File: src/io_range_irq_pkg.sv
package io_range_irq_pkg;

	// ----------------------------------------------------------------
	// Size byte layout of the I/O range list.
	// ----------------------------------------------------------------
	localparam int LEN_SIZE_MSB   = 7;
	localparam int LEN_SIZE_LSB   = 6;
	localparam int ADDR_SIZE_MSB  = 5;
	localparam int ADDR_SIZE_LSB  = 4;
	localparam int COUNT_MSB      = 3;
	localparam int COUNT_LSB      = 0;
	localparam int MAX_RANGES     = 16;

	// Two-bit size codes.
	localparam logic [1:0] SIZE_NONE  = 2'h0;
	localparam logic [1:0] SIZE_ONE   = 2'h1;
	localparam logic [1:0] SIZE_TWO   = 2'h2;
	localparam logic [1:0] SIZE_FOUR  = 2'h3;

	// ----------------------------------------------------------------
	// Interrupt description byte 0 layout.
	// ----------------------------------------------------------------
	localparam int IRQ_SHARE_BIT  = 7;
	localparam int IRQ_PULSE_BIT  = 6;
	localparam int IRQ_LEVEL_BIT  = 5;
	localparam int IRQ_MASK_BIT   = 4;
	localparam int NMI_DEST_BIT   = 0;
	localparam int IO_CHECK_DEST_BIT  = 1;
	localparam int BUS_ERROR_DEST_BIT = 2;
	localparam int VENDOR_DEST_BIT    = 3;
	localparam logic [1:0] IRQ_BYTES_SHORT = 2'h1;
	localparam logic [1:0] IRQ_BYTES_LONG  = 2'h3;

	// ----------------------------------------------------------------
	// Read port and timing.
	// ----------------------------------------------------------------
	localparam logic [7:0] SIZE_BYTE_OFFSET = 8'h00;
	localparam logic [7:0] PAD_BYTE         = 8'h00;
	localparam int CLK_PERIOD_NS  = 100;
	localparam int PULSE_TIME_NS  = 500;
	localparam int PULSE_CYCLES   = (PULSE_TIME_NS + CLK_PERIOD_NS - 1) / CLK_PERIOD_NS;
	localparam logic [3:0] PULSE_COUNT = 4'(PULSE_CYCLES);

	// ----------------------------------------------------------------
	// Carried groups.
	// ----------------------------------------------------------------
	typedef struct packed {
		logic [1:0] len_size;
		logic [1:0] addr_size;
		logic [3:0] range_count;
	} io_size_byte_t;

	typedef struct packed {
		logic [31:0] start;
		logic [31:0] length_m1;
	} io_range_t;

	typedef struct packed {
		logic        share;
		logic        pulse;
		logic        level;
		logic        mask;
		logic [3:0]  low_nibble;
		logic [15:0] line_mask_bits;
	} intr_request_descriptor_t;

	typedef struct packed {
		logic        valid;
		logic        beyond;
		logic [7:0]  data;
	} rd_answer_t;

	// Bytes that a size code stands for.
	function automatic logic [2:0] size_bytes(input logic [1:0] code);
		logic [2:0] n;
		n = 3'h0;
		unique case (code)
			SIZE_NONE: n = 3'h0;
			SIZE_ONE:  n = 3'h1;
			SIZE_TWO:  n = 3'h2;
			SIZE_FOUR: n = 3'h4;
		endcase
		return n;
	endfunction

	// Keeps only the bytes that a field of the given size carries.
	function automatic logic [31:0] size_mask(input logic [1:0] code);
		logic [31:0] m;
		m = 32'h0000_0000;
		unique case (code)
			SIZE_NONE: m = 32'h0000_0000;
			SIZE_ONE:  m = 32'h0000_00FF;
			SIZE_TWO:  m = 32'h0000_FFFF;
			SIZE_FOUR: m = 32'hFFFF_FFFF;
		endcase
		return m;
	endfunction

endpackage

File: src/intr_request_driver.sv
`timescale 1ns/1ps

module intr_request_driver (
	input  wire logic clk,
	input  wire logic rst,
	input  wire logic intr_event,
	input  wire logic intr_serviced,
	input  wire logic level_mode_select,
	input  wire logic pulse_capable,
	input  wire logic level_capable,
	output logic      card_intr_request_n,
	output logic      intr_pending
);

	typedef enum logic [1:0] {
		IDLE,
		PULSING,
		HOLDING
	} drv_state_t;

	// The pulse width is fixed in the package so that it tracks the clock period.
	localparam logic [3:0] PULSE_COUNT_LOCAL = io_range_irq_pkg::PULSE_COUNT;

	drv_state_t  state;
	drv_state_t  next_state;
	logic [3:0]  count;
	logic [3:0]  next_count;
	logic        pin_n;
	logic        next_pin_n;

	// ----------------------------------------------------------------
	// Request signalling.
	// ----------------------------------------------------------------

	// Level mode only when the configuration can hold the pin and level is selected; otherwise a short pulse if pulse capable, else nothing.
	always_comb begin
		next_state = state;
		next_count = count;
		next_pin_n = pin_n;
		unique case (state)
			IDLE: begin
				if (intr_event && level_capable && level_mode_select) begin
					next_state = HOLDING;
					next_pin_n = 1'b0;
				end else if (intr_event && pulse_capable) begin
					next_state = PULSING;
					next_count = PULSE_COUNT_LOCAL;
					next_pin_n = 1'b0;
				end
			end
			PULSING: begin
				// Low for a fixed few cycles, then released.
				if (count == 4'h1) begin
					next_state = IDLE;
					next_pin_n = 1'b1;
				end
				next_count = count - 4'h1;
			end
			HOLDING: begin
				// Stays low until software says the interrupt was serviced.
				if (intr_serviced) begin
					next_state = IDLE;
					next_pin_n = 1'b1;
				end
			end
		endcase
	end

	// State registers.
	always_ff @(posedge clk) begin
		if (rst) begin
			state <= IDLE;
			count <= 4'h0;
			pin_n <= 1'b1;
		end else begin
			state <= next_state;
			count <= next_count;
			pin_n <= next_pin_n;
		end
	end

	assign card_intr_request_n = pin_n;
	assign intr_pending        = (state != IDLE);

endmodule // intr_request_driver

File: src/io_range_irq_descriptor_decode.sv
`timescale 1ns/1ps

// How it works
// - Size byte: length code 7:6, address code 5:4, range count 3:0.
// - Codes mean absent, one, two, four bytes; both zero is flagged.
// - Range count stores ranges minus one, zero meaning one range.
// - Unspecified start and length bits are emitted as zero.
// - Start and length fields are 0/1/2/4 bytes; length is minus one.
// - Interrupt bytes follow straight after the I/O range bytes.
// - Byte 0 bit 7 advertises interrupt sharing support.
// - Pulse capable cards request by a brief low pulse on the pin.
// - Level capable cards hold the pin low until serviced.
// - Level select bit chooses level or pulse signalling when supported.
// - Mask zero: low nibble selects one of sixteen lines, one byte only.
// - Mask one: two more bytes give allowed lines 0-7 and 8-15.
// - Mask one: low nibble allows special destinations, ignored otherwise.

module io_range_irq_descriptor_decode (
	input  wire logic                                       clk,
	input  wire logic                                       rst,
	input  wire logic                                       io_present,
	input  wire logic                                       irq_present,
	input  wire io_range_irq_pkg::io_size_byte_t            io_size,
	input  wire io_range_irq_pkg::io_range_t [15:0]         ranges,
	input  wire io_range_irq_pkg::intr_request_descriptor_t intr_request_descriptor,
	input  wire logic                                       rd_req,
	input  wire logic [7:0]                                 rd_offset,
	output io_range_irq_pkg::rd_answer_t                    rd_answer,
	output logic [7:0]                                      desc_length,
	output logic                                            cfg_error,
	output logic [3:0]                                      single_line_select,
	output logic [15:0]                                     line_mask_bits,
	output logic [3:0]                                      special_dest,
	input  wire logic                                       intr_event,
	input  wire logic                                       intr_serviced,
	input  wire logic                                       level_mode_select,
	output logic                                            card_intr_request_n,
	output logic                                            intr_pending
);

	// ----------------------------------------------------------------
	// Field sizes and layout.
	// ----------------------------------------------------------------

	logic [2:0] addr_bytes;
	logic [2:0] len_bytes;
	logic [3:0] stride;
	logic [4:0] range_total;
	logic [7:0] io_bytes;
	logic [1:0] irq_bytes;
	logic [7:0] total_bytes;
	logic [7:0] size_byte;
	logic [7:0] irq_byte0;

	// Decode the size byte into byte counts for each field.
	always_comb begin
		size_byte   = {io_size.len_size, io_size.addr_size, io_size.range_count};
		addr_bytes  = io_range_irq_pkg::size_bytes(io_size.addr_size);
		len_bytes   = io_range_irq_pkg::size_bytes(io_size.len_size);
		stride      = {1'b0, addr_bytes} + {1'b0, len_bytes};
		range_total = {1'b0, io_size.range_count} + 5'h01;
		io_bytes    = 8'h00;
		if (io_present) begin
			io_bytes = 8'(8'h01 + 8'(range_total) * 8'(stride));
		end
		irq_bytes = 2'h0;
		if (irq_present) begin
			irq_bytes = intr_request_descriptor.mask ? io_range_irq_pkg::IRQ_BYTES_LONG
			                                         : io_range_irq_pkg::IRQ_BYTES_SHORT;
		end
		total_bytes = io_bytes + {6'h00, irq_bytes};
	end

	// Byte 0 of the interrupt description; the nibble means a line or special masks.
	always_comb begin
		irq_byte0 = {intr_request_descriptor.share,
		             intr_request_descriptor.pulse,
		             intr_request_descriptor.level,
		             intr_request_descriptor.mask,
		             intr_request_descriptor.low_nibble};
	end

	// ----------------------------------------------------------------
	// Per-range masked fields.
	// ----------------------------------------------------------------

	logic [31:0] start_masked [15:0];
	logic [31:0] len_masked   [15:0];

	// Bits beyond the declared field widths are forced to zero on the way out.
	generate
		for (genvar g = 0; g < io_range_irq_pkg::MAX_RANGES; g++) begin : g_range
			assign start_masked[g] = ranges[g].start
			                         & io_range_irq_pkg::size_mask(io_size.addr_size);
			assign len_masked[g]   = ranges[g].length_m1
			                         & io_range_irq_pkg::size_mask(io_size.len_size);
		end
	endgenerate

	// ----------------------------------------------------------------
	// Byte lookup.
	// ----------------------------------------------------------------

	logic [7:0] lookup_byte;
	logic       lookup_beyond;

	// Walks the layout in order: size byte, ranges (start then length), interrupt bytes.
	always_comb begin
		logic [7:0] rel;
		logic [7:0] base;
		logic [7:0] field_off;
		logic [7:0] irq_off;
		logic [4:0] shift_sel;
		rel           = 8'h00;
		base          = 8'h00;
		field_off     = 8'h00;
		irq_off       = 8'h00;
		shift_sel     = 5'h00;
		lookup_byte   = io_range_irq_pkg::PAD_BYTE;
		lookup_beyond = 1'b0;
		if (io_present && rd_offset == io_range_irq_pkg::SIZE_BYTE_OFFSET) begin
			lookup_byte = size_byte;
		end else if (io_present && rd_offset < io_bytes) begin
			rel = rd_offset - 8'h01;
			for (int i = 0; i < io_range_irq_pkg::MAX_RANGES; i++) begin
				base = 8'(i) * {4'h0, stride};
				if (5'(i) < range_total && rel >= base && rel < base + {4'h0, stride}) begin
					field_off = rel - base;
					if (field_off < {5'h00, addr_bytes}) begin
						// Start address comes first, least significant byte first.
						shift_sel   = {field_off[1:0], 3'h0};
						lookup_byte = 8'(start_masked[i] >> shift_sel);
					end else begin
						shift_sel   = {2'(field_off - {5'h00, addr_bytes}), 3'h0};
						lookup_byte = 8'(len_masked[i] >> shift_sel);
					end
				end
			end
		end else if (irq_present && rd_offset < total_bytes) begin
			irq_off = rd_offset - io_bytes;
			unique case (irq_off[1:0])
				2'h0:    lookup_byte = irq_byte0;
				2'h1:    lookup_byte = intr_request_descriptor.line_mask_bits[7:0];
				2'h2:    lookup_byte = intr_request_descriptor.line_mask_bits[15:8];
				default: lookup_byte = io_range_irq_pkg::PAD_BYTE;
			endcase
		end else begin
			lookup_beyond = 1'b1;
		end
	end

	// ----------------------------------------------------------------
	// Registered read answer and decoded views.
	// ----------------------------------------------------------------

	io_range_irq_pkg::rd_answer_t next_rd_answer;
	logic [7:0]                   next_desc_length;
	logic                         next_cfg_error;
	logic [3:0]                   next_single_line_select;
	logic [15:0]                  next_line_mask_bits;
	logic [3:0]                   next_special_dest;

	// The answer lands one cycle after the request; data holds until the next request.
	always_comb begin
		next_rd_answer.valid  = rd_req;
		next_rd_answer.beyond = rd_answer.beyond;
		next_rd_answer.data   = rd_answer.data;
		if (rd_req) begin
			next_rd_answer.beyond = lookup_beyond;
			next_rd_answer.data   = lookup_byte;
		end
		next_desc_length = total_bytes;
		// Both sizes zero is an illegal range list.
		next_cfg_error = io_present && io_size.len_size == io_range_irq_pkg::SIZE_NONE
		                 && io_size.addr_size == io_range_irq_pkg::SIZE_NONE;
		next_single_line_select = 4'h0;
		next_line_mask_bits     = 16'h0000;
		next_special_dest       = 4'h0;
		if (irq_present && !intr_request_descriptor.mask) begin
			// One line only; the nibble is a line number, not destination masks.
			next_single_line_select = intr_request_descriptor.low_nibble;
			next_line_mask_bits     = 16'h0001 << intr_request_descriptor.low_nibble;
		end else if (irq_present) begin
			next_line_mask_bits = intr_request_descriptor.line_mask_bits;
			next_special_dest   = intr_request_descriptor.low_nibble;
		end
	end

	// Output registers.
	always_ff @(posedge clk) begin
		if (rst) begin
			rd_answer          <= '0;
			desc_length        <= 8'h00;
			cfg_error          <= 1'b0;
			single_line_select <= 4'h0;
			line_mask_bits     <= 16'h0000;
			special_dest       <= 4'h0;
		end else begin
			rd_answer          <= next_rd_answer;
			desc_length        <= next_desc_length;
			cfg_error          <= next_cfg_error;
			single_line_select <= next_single_line_select;
			line_mask_bits     <= next_line_mask_bits;
			special_dest       <= next_special_dest;
		end
	end

	// ----------------------------------------------------------------
	// Card interrupt request pin.
	// ----------------------------------------------------------------

	// Capabilities advertised in byte 0 gate which signalling the pin may use.
	intr_request_driver u_intr_request_driver (
		.clk                 (clk),
		.rst                 (rst),
		.intr_event          (intr_event && irq_present),
		.intr_serviced       (intr_serviced),
		.level_mode_select   (level_mode_select),
		.pulse_capable       (intr_request_descriptor.pulse),
		.level_capable       (intr_request_descriptor.level),
		.card_intr_request_n (card_intr_request_n),
		.intr_pending        (intr_pending)
	);

endmodule // io_range_irq_descriptor_decode

File: config.mk
export PLATFORM = sky130hd
export DESIGN_NAME = io_range_irq_descriptor_decode
export DESIGN_NICKNAME = d
export VERILOG_FILES = /design/src/io_range_irq_pkg.sv /design/src/intr_request_driver.sv /design/src/io_range_irq_descriptor_decode.sv
export SDC_FILE = /design/constraint.sdc
export NUM_CORES = 1
export LEC_CHECK = 0
export BUFFER_PORTS_ARGS = -buffer_cell sky130_fd_sc_hd__buf_2
export CELL_PAD_IN_SITES_DETAIL_PLACEMENT = 1
export CELL_PAD_IN_SITES_GLOBAL_PLACEMENT = 2
export CORE_AREA = 2 2 436 438
export DETAILED_ROUTE_END_ITERATION = 12
export DIE_AREA = 0 0 438 440
export GPL_ROUTABILITY_DRIVEN = 0
export PLACE_DENSITY_LB_ADDON = 0.1
export SYNTH_ARGS = -nofsm -noshare
export SYNTH_HDL_FRONTEND = slang
export SYNTH_SLANG_ARGS = --single-unit
export TNS_END_PERCENT = 1
File: constraint.sdc
create_clock -name clk -period 8.08 [get_ports clk]
set_clock_uncertainty 0.2 [all_clocks]
set_input_delay 0.404 -clock clk [delete_from_list [all_inputs] [get_ports clk]]
set_output_delay 0.404 -clock clk [all_outputs]
set_load 0.02 [all_outputs]
* Yosys cells after proc, flatten, opt, wreduce, memory -nomap -nowiden
Index checks and enable logic that the tools add are counted.
** Operators by class
- Add/sub/neg operators :: 53
- Multiply operators :: 12
- Divide/modulo/power cells :: 0
- Magnitude comparators :: 66
- Equality and inequality tests :: 16
- Shifts and indexed selects :: 33
- Mux-type cells :: 61
- Bitwise gates (word level) :: 34
- Reduce and logical (&&, ||, !) cells :: 54
** Operators by type and width (number)
- 32-bit bitwise AND :: 32
- 32-bit by 5-bit >> shifter with 8-bit output :: 32
- 8-bit 2-to-1 mux :: 36
- 32-bit one-hot mux with 4 select lines :: 2
- 8-bit by 3-bit less-than comparator with 1-bit output :: 16
- 8-bit less-than comparator :: 13
- 8-bit by 4-bit adder with 8-bit output :: 7
- 8-bit greater-or-equal comparator :: 7
- 8-bit subtractor :: 7
- 1-bit logical AND :: 42
- 4-bit by 5-bit less-than comparator with 1-bit output (first input constant) :: 8
- 2-bit subtractor :: 17
- 7-bit by 4-bit adder with 8-bit output :: 4
- 8-bit by 7-bit greater-or-equal comparator with 1-bit output :: 4
- 4-bit by 4-bit multiplier with 8-bit output (first input constant) :: 4
- 16-bit 2-to-1 mux :: 2
- 8-bit by 7-bit subtractor with 8-bit output :: 4
- 3-bit by 4-bit multiplier with 7-bit output (first input constant) :: 4
- 3-bit one-hot mux with 4 select lines :: 2
- 8-bit one-hot mux with 3 select lines :: 1
- 3-bit by 5-bit less-than comparator with 1-bit output (first input constant) :: 4
- 2-bit by 4-bit multiplier with 6-bit output (first input constant) :: 3
- 8-bit by 6-bit greater-or-equal comparator with 1-bit output :: 2
- 8-bit by 7-bit less-than comparator with 1-bit output :: 2
- other kinds (42) :: 74
** Storage, ports and cells
- Register bits after elaboration :: 50
- Latch bits :: 0
- Bits in writable memories :: 0
- Bits in read-only memories :: 0
- Word-level logic and storage cells :: 340
- Memories :: 0

* Depth between registers and ports, before layout
Gate-level depths: netlist (run 1).
- Word-level depth :: 24
- Mapped depth :: 32
- Gate-level depth less buffers :: 29

* By module
A second synthesis (run 1) with hierarchy kept.
** Second synthesis, totals
- Cells, all modules :: 2801
- Area, all modules :: 21379.3 sq um
** By module, submodules not included
- io_range_irq_descriptor_decode :: instances 1, cells each 2748, area each 20923.8 sq um, seq. area each 860.8 sq um
- intr_request_driver :: instances 1, cells each 53, area each 455.4 sq um, seq. area each 140.1 sq um

* Least setup slack after synthesis (run 1)
No wires, ideal clock.
- Kind :: input to register
- Start :: input io_size[5] (netlist bit)
- End :: register rd_answer[1] (netlist bit)
- Arrival :: 8524 ps
- Data required time :: 7801 ps
- Path slack :: -723 ps
- Stages :: 24
- Path buffers :: 2
- Cells stage by stage :: clkbuf_1 -> nor2b_1 -> inv_1 -> fa_1 -> xnor2_1 -> clkinv_1 -> fa_1 -> inv_1 -> fa_1 -> fa_1 -> inv_1 -> a21oi_1 -> o21ai_0 -> xnor2_1 -> ha_1 -> a21o_1 -> a31oi_1 -> xnor2_1 -> or4_1 -> clkbuf_1 -> mux2i_1 -> a221o_1 -> or4b_1 -> o211ai_1
** On the way
- Longest elaborated chain between the ends :: 24
- Elaborated cells on any way between the ends :: 238
- Classes of those cells :: 50 x add/sub; 12 x mul; 49 x order compare; 5 x eq/ne; 32 x shift; 39 x mux; 16 x bitwise; 35 x reduce/logical
** Ends and longest elaborated chain
- start: declaration :: RTL line io_range_irq_descriptor_decode.sv:23 : input wire io_range_irq_pkg::io_size_byte_t io_size,
- branches (longest 22 deep; another with 8-bit by 6-bit subtractor with 8-bit output)
- 8-bit 2-to-1 mux (*) :: RTL line io_range_irq_descriptor_decode.sv:123 : end else if (io_present && rd_offset < io_bytes) begin
- 8-bit 2-to-1 mux (*) :: RTL line io_range_irq_descriptor_decode.sv:121 : if (io_present && rd_offset == io_range_irq_pkg::SIZE_BYTE_OFFSET) begin
- end signal: assignment :: RTL line io_range_irq_descriptor_decode.sv:199 : rd_answer <= next_rd_answer;
- end: declaration :: RTL line io_range_irq_descriptor_decode.sv:28 : output io_range_irq_pkg::rd_answer_t rd_answer,
Every way passes the cells marked *.
A chain may end at the register's enable or synchronous reset.

* Worst setup path after layout (run 1)
- Start :: input io_size[4] (netlist bit)
- End :: register rd_answer[4] (netlist bit)
** On the way
- Longest elaborated chain between the ends :: 24
- Elaborated cells on any way between the ends :: 238
- Classes of those cells :: 50 x add/sub; 12 x mul; 49 x order compare; 5 x eq/ne; 32 x shift; 39 x mux; 16 x bitwise; 35 x reduce/logical
** Ends and longest elaborated chain (RTL line)
- branches (longest 23 deep; another with 8-bit by 6-bit subtractor with 8-bit output)
- 8-bit 2-to-1 mux (*) :: io_range_irq_descriptor_decode.sv:121
Marks and branches as above.

==> results.cfg, run 1 <==
[worst_setup_path]
worstPathCellList = buf_2 -> nor2b_1 -> ha_1 -> inv_1 -> fa_1 -> xnor2_2 -> buf_4 -> ha_1 -> ha_1 -> inv_1 -> fa_1 -> xnor2_1 -> buf_4 -> ha_1 -> nand4_1 -> o21ai_0 -> or3b_1 -> o311ai_2 -> nand4_2 -> buf_4 -> o21ai_0 -> o21ai_0 -> o41ai_2 -> a31oi_1
crit_path_end_kind = flop
cp.depth = 24
path_max_fanout = 15
worst_path_most_repeated_cell = ha_1
r2r_end = u_intr_request_driver.state[0]
crit_path_max_incr_delay_ns = 0.78
r2r_cells = 5
cp_top_family = compound AO/OA/AOI/OAI gates
crit_path_end = rd_answer[4]
cp-start-kind = input port
cpMaxStageDelayCell = o41ai_2
critPathRequiredTime_ns = 8.06
crit_buf_inv = 6
worstSetupPathType = input port to flop
cp_data_arrival_time_ns = 7.59
startpoint = io_size[4]
timing.rr.start = u_intr_request_driver.count[0]
r2r_slack_ns = 5.98

[detailed_routing]
vias = 28761
wl_per_cell_um = 34.6
ant_nets = 0
routed_wl_mm = 225
drc = 0
vias_per_cell = 4.42
drt_iter0_markers = 1590
first_pass_iters = 5

[cells_and_area]
final_common_cell = buf_2
syn2layout_area_growth_pct = 44.1
final_cell_mix = buf_2 (1115), mux2i_1 (303), ha_1 (222)
final_cell_area_mm2 = 0.0309
drive_gt1_share_pct = 34.9
num-nets-final = 5291

[synthesis]
synth_xor_area_share_pct = 4.52
yosys_warnings = 0
yosys.area_share.simple_pct = 15.7
netlist_instances = 2899
synth_cell_types = 105
synth_top_family_by_area = compound AO/OA/AOI/OAI gates
synth_area_mm2 = 0.0215
yosys_most_used_dff = dfxtp_1
async_flop_share_pct = 0
synth_seq_cells = 50
synth.top_cell.area_share_pct = 14.2
synth_largest_area_cell = mux2i_1
synthAdderAreaFrac_pct = 16.6
syn_nets = 4231
synth_compound_area_share_pct = 36.5
ys_seq_area_share_pct = 4.66
synth_area_leaders = mux2i_1 (14%), ha_1 (13%), a22o_1 (5.4%)
muxShareOfSynthArea_pct = 15.9
post_synth.cell_area_avg_um2 = 7.41
synth_edf_count = 0

[pwr]
cellPowerDensity_mw_per_mm2 = 163
leakage_nw = 14.2
peakVddDrop_v = 0.0000953

[clock_tree]
cts_tree = built
insertion_delay_ns = 0.32
path_clk_slew_ns = 0.08
clock_path_buffers = 2
cts_sinks = 50
postCtsSetupRepairBufs = 0
h-tree-depth = 2
cts_hold_buf = 0
cts_root_buffer = clkbuf_16
cts_buffers = 5

[status]
status = complete, no violations

[floorplan]
die_w_um = 438
rows = 160
die_h_um = 440
num_io_pins = 1117
start_util_pct = 11.4
core_mm2 = 0.189
die-area_mm2 = 0.193

[sta]
worst_pin_slew_ns = 1.13
timing.hold.ws_ns = 0.143
rsz0062_at_grt = false
post-route-min-period_ns = 7.61
drv_slew = 0
finalSetupViolCount = 0
maxSlewHeadroom_pct = 24.3
hold_viol_final = 0
fin_crit_sh_pct = 94.2
fmax_mhz = 131

[grt]
grt_start_max_net_pins = 83
grt_pass1_wl_mm = 290
overflow = 0
antenna_found_initial = 78
grt_pass1_vias = 29771
grt_use_total_pct = 22.2

[placed_design]
io_buffers = 1116
dpl-instance-area_mm2 = 0.0307
post-dp-hpwl_mm = 197

[job]
drv_cap = 0

[hold_path]
hold_class = input port to flop
power breakdown:
part	switching, mW	total, mW	internal (mW)
sequential	0.0168	0.281	0.264
clock	0.122	0.236	0.114
combinational	2.96	4.52	1.56
synthesized netlist by cell type (21+ instances only):
cell / instances
a211oi_1: 42
nand3_1: 43
mux2i_1: 305
o22ai_1: 104
nor3_1: 43
buf_1: 43
inv_1: 116
a21oi_1: 187
or3_1: 21
o21a_1: 28
a22o_1: 132
xnor2_1: 75
a22oi_1: 129
dfxtp_1: 50
a31oi_1: 33
o221ai_1: 33
clkbuf_1: 146
o211ai_1: 59
ha_1: 226
nor2_1: 195
xor2_1: 34
nand2b_1: 33
fa_1: 34
mux2_2: 29
nand2_1: 180
a21o_1: 40
nor2b_1: 36
o21ai_0: 172
routing by layer:
layer  GRT usage, %  up-vias  routed length (um)
met4           4.11       30                4950
met1           28.4    14366               97900
met3           2.22      155                8690
li1               -    13318                   -
met5              0        -                 204
met2           40.3      892              114000
logic make-up (layout without fill, tap and decap cells):
kind of cell             after synthesis  in the layout
buffers and inverters                335           1395
adder cells (fa/ha/maj)              266            266
other                                  0             36
flip-flops                            50             50
multiplexers                         336            336
XOR/XNOR                             110            110
AO/OA/AOI/OAI                       1121           1121
AND/OR/NAND/NOR                      681            681
layout make-up:
class / instances / area [um2]
diodes: 36 / 90.1
clock buffers: 5 / 125
clock inverters: 2 / 15.0
fillers: 22942 / 158000
inverters: 123 / 465
multi-input cells: 2514 / 19400
flip-flops and latches: 50 / 1000
well taps: 2511 / 3140
repair buffers: 1265 / 6740
stage by stage:
stage               TNS [ns]  utilization, %  instances  power [mW]  setup slack, ns
floorplan                  0               -       2899        2.68            0.157
global placement      -0.296            16.3       6463        4.88           -0.296
detailed placement    -0.192            16.3       6463        4.86           -0.192
CTS                        0            16.4       6470        5.13            0.111
global route               0            16.4       6491        5.42            0.131
finish                     0            16.4       6506        5.03            0.473
registers in the layout (all words and copies together) (netlist names):
name                                       count
cfg_error                                      1
desc_length                                    8
line_mask_bits                                16
rd_answer                                     10
single_line_select                             4
special_dest                                   4
u_intr_request_driver.card_intr_request_n      1
u_intr_request_driver.count                    4
u_intr_request_driver.state                    2
worst min path at each step:
| stage | cells after the start | slack [ns] | start | to |
|---|---|---|---|---|
| 2_1_floorplan | 2 | 0.25 | u_intr_request_driver.state[1] | u_intr_request_driver.state[1] |
| 3_3_place_gp | 2 | 0.27 | u_intr_request_driver.state[0] | u_intr_request_driver.state[0] |
| 3_5_place_dp | 2 | 0.27 | u_intr_request_driver.state[1] | u_intr_request_driver.state[1] |
| 4_1_cts | 2 | 0.12 | intr_request_descriptor[6] | line_mask_bits[6] |
| 5_1_grt | 2 | 0.13 | intr_request_descriptor[6] | line_mask_bits[6] |
| 6_report | 2 | 0.14 | intr_request_descriptor[7] | line_mask_bits[7] |
timing repair:
| item | in CTS | in global routing |
|---|---|---|
| endpoints found under the setup margin | 0 | 1 |
| gates resized for setup | 0 | 1 |
| hold endpoints to repair | 0 | 0 |
Power figures use the tool's default switching activity.
==> run 2: changes to the inputs <==
--- a/config.mk
+++ b/config.mk
@@ -12,6 +12,7 @@
 export DETAILED_ROUTE_END_ITERATION = 12
 export DIE_AREA = 0 0 438 440
 export GPL_ROUTABILITY_DRIVEN = 0
+export GPL_TIMING_DRIVEN = 0
 export PLACE_DENSITY_LB_ADDON = 0.1
 export SYNTH_ARGS = -nofsm -noshare
 export SYNTH_HDL_FRONTEND = slang
==> run 2 against run 1 <==
Worst setup slack worse by 0.44 ns. Die area stayed put. Total power is 4.3% higher. Non-clock buffer count is 82 higher. Design area is 1.6% higher. Clock power is 2% higher. Critical path type unchanged. Largest power group unchanged.
==> results.cfg, run 2 (same netlist as run 1, synthesis figures left out) <==
[status]
status = complete, no violations

[detailed_routing]
routed_wl_mm = 250
first_pass_iters = 5
drt_iter0_markers = 1747
routed-wl-met3_mm = 11.4
drc = 0
vias_per_cell = 4.53
wl_met1_mm = 102
wl_per_cell_um = 37.9
routed.top_layer = met5
ant_nets = 0
vias = 29908
wl_met2_mm = 130

[cells_and_area]
num-nets-final = 5373
final_cell_area_mm2 = 0.0315
final_cell_mix = buf_2 (1138), mux2i_1 (294), ha_1 (222)
regMostFlops = line_mask_bits
nFillCells = 22977
reg.largest.list = line_mask_bits x16, rd_answer x10, desc_length x8
syn2layout_area_growth_pct = 46.5
final_util_pct = 16.7
largest_register_ffs = 16
final_common_cell = buf_2
drive_gt1_share_pct = 33.3

[grt]
antenna_found_initial = 116
grt_pass1_wl_mm = 315
grt_pass1_vias = 30632
overflow = 0
grt_use_total_pct = 24.7
grt_start_max_net_pins = 33

[floorplan]
start_util_pct = 11.4
die_h_um = 440
die-area_mm2 = 0.193
die_w_um = 438
num_io_pins = 1117
core_mm2 = 0.189
rows = 160

[sta]
finalSetupViolCount = 0
fmax_mhz = 124
drv_slew = 0
post-route-min-period_ns = 8.05
fin_ws_ns = 0.0307
timing.hold.ws_ns = 0.138
fin_crit_sh_pct = 99.6
rsz0062_at_grt = true
maxSlewHeadroom_pct = 8.76
hold_viol_final = 0
worst_pin_slew_ns = 1.37

[worst_setup_path]
r2r_cells = 5
r2r_end = u_intr_request_driver.state[0]
cp_data_arrival_time_ns = 8.00
worstSetupPathType = input port to flop
cp-start-kind = input port
timing.rr.start = u_intr_request_driver.count[0]
path_max_fanout = 16
crit_path_end = rd_answer[7]
startpoint = io_size[5]
crit_path_end_kind = flop
critPathRequiredTime_ns = 8.04
r2r_slack_ns = 5.99

[clock_tree]
h-tree-depth = 2
cts_root_buffer = clkbuf_16
cts_buffers = 5
cts_tree = built
insertion_delay_ns = 0.32
cts_sinks = 50
clock_path_buffers = 2
path_clk_slew_ns = 0.09
cts_hold_buf = 0

[placed_design]
dpl-instance-area_mm2 = 0.0305
post-dp-hpwl_mm = 221
io_buffers = 1110
dp_slack_ns = -6.37

[hold_path]
hold_class = input port to flop

[pwr]
cellPowerDensity_mw_per_mm2 = 167
leakage_nw = 14.1
finalPower_mw = 5.25
peakVddDrop_v = 0.0000799

[job]
drv_cap = 0
==> run 2: changes by cell type in the layout (fill, tap and decap cells not counted), sizes merged <==
cell / delta
clkbuf: +140
buf: -62
diode: +11
clkdlybuf4s15: +4
clkinvlp: +4
inv: -4
clkinv: +1
==> run 2: critical path, cell delays in order <==
cell      delay (ns)
buf_2           0.29
clkbuf_4        0.44
nor2b_4         0.24
buf_4           0.14
ha_1            0.22
nand3_1         0.14
nand2_1         0.10
clkbuf_2        0.34
buf_16          0.27
ha_1            0.50
and3_1          0.33
a211oi_2        0.63
nor2_1          0.25
clkbuf_1        0.37
or4_1           0.59
ha_1            0.19
or3_1           0.39
a221o_1         0.32
clkbuf_1        0.36
clkbuf_1        0.34
o311a_1         0.45
a31oi_1         0.43
o221ai_1        0.18
==> run 2: metal layers <==
metal,global-route usage [%],up-vias
li1,-,13510
met1,29.6,15067
met2,46.6,1054
met3,3.31,229
met4,4.55,48
met5,0,-
==> run 2: worst min-delay path by stage <==
stage,start,to,slack [ns],cells after the start
final,intr_request_descriptor[4],line_mask_bits[4],0.14,2
after global routing,intr_request_descriptor[4],line_mask_bits[4],0.13,2
after CTS,intr_request_descriptor[4],line_mask_bits[4],0.12,2
after detailed placement,rd_answer[8],rd_answer[8],0.26,2
after global placement,rd_answer[8],rd_answer[8],0.26,2
after floorplan,u_intr_request_driver.state[1],u_intr_request_driver.state[1],0.25,2
==> run 2: area by class of cell <==
type / count / area [um2] / area share [%]
buffer: 205 / 975 / 3.10
clock inverter: 3 / 23.8 / 0.0756
antenna: 47 / 118 / 0.374
timing repair buffer: 1142 / 5960 / 19.0
sequential: 50 / 1000 / 3.18
multi-input combinational: 2514 / 19600 / 62.4
clock buffer: 5 / 125 / 0.398
tap: 2511 / 3140 / 9.99
inverter: 123 / 494 / 1.57
==> run 2: timing repair <==
action / 4_1_cts / 5_1_grt
cloned: 0 / 0
buffers inserted: 17 / 2
gates resized for setup: 107 / 19
endpoints found under the setup margin: 9 / 8
pin swaps: 8 / 2
==> run 2: power by group <==
group          internal, mW  leakage [nW]  total [mW]  switching (mW)
Sequential            0.264         0.408       0.276          0.0114
Clock                 0.117        0.0667       0.241           0.124
Combinational          1.57          13.6        4.74            3.16
==> run 2: per-stage QoR <==
step,instances,setup TNS [ns]
detailed placement,6533,-45.01
global route,6584,-0.248
floorplan,2899,0
global placement,6520,-55.33
CTS,6551,-0.0256
finish,6600,0
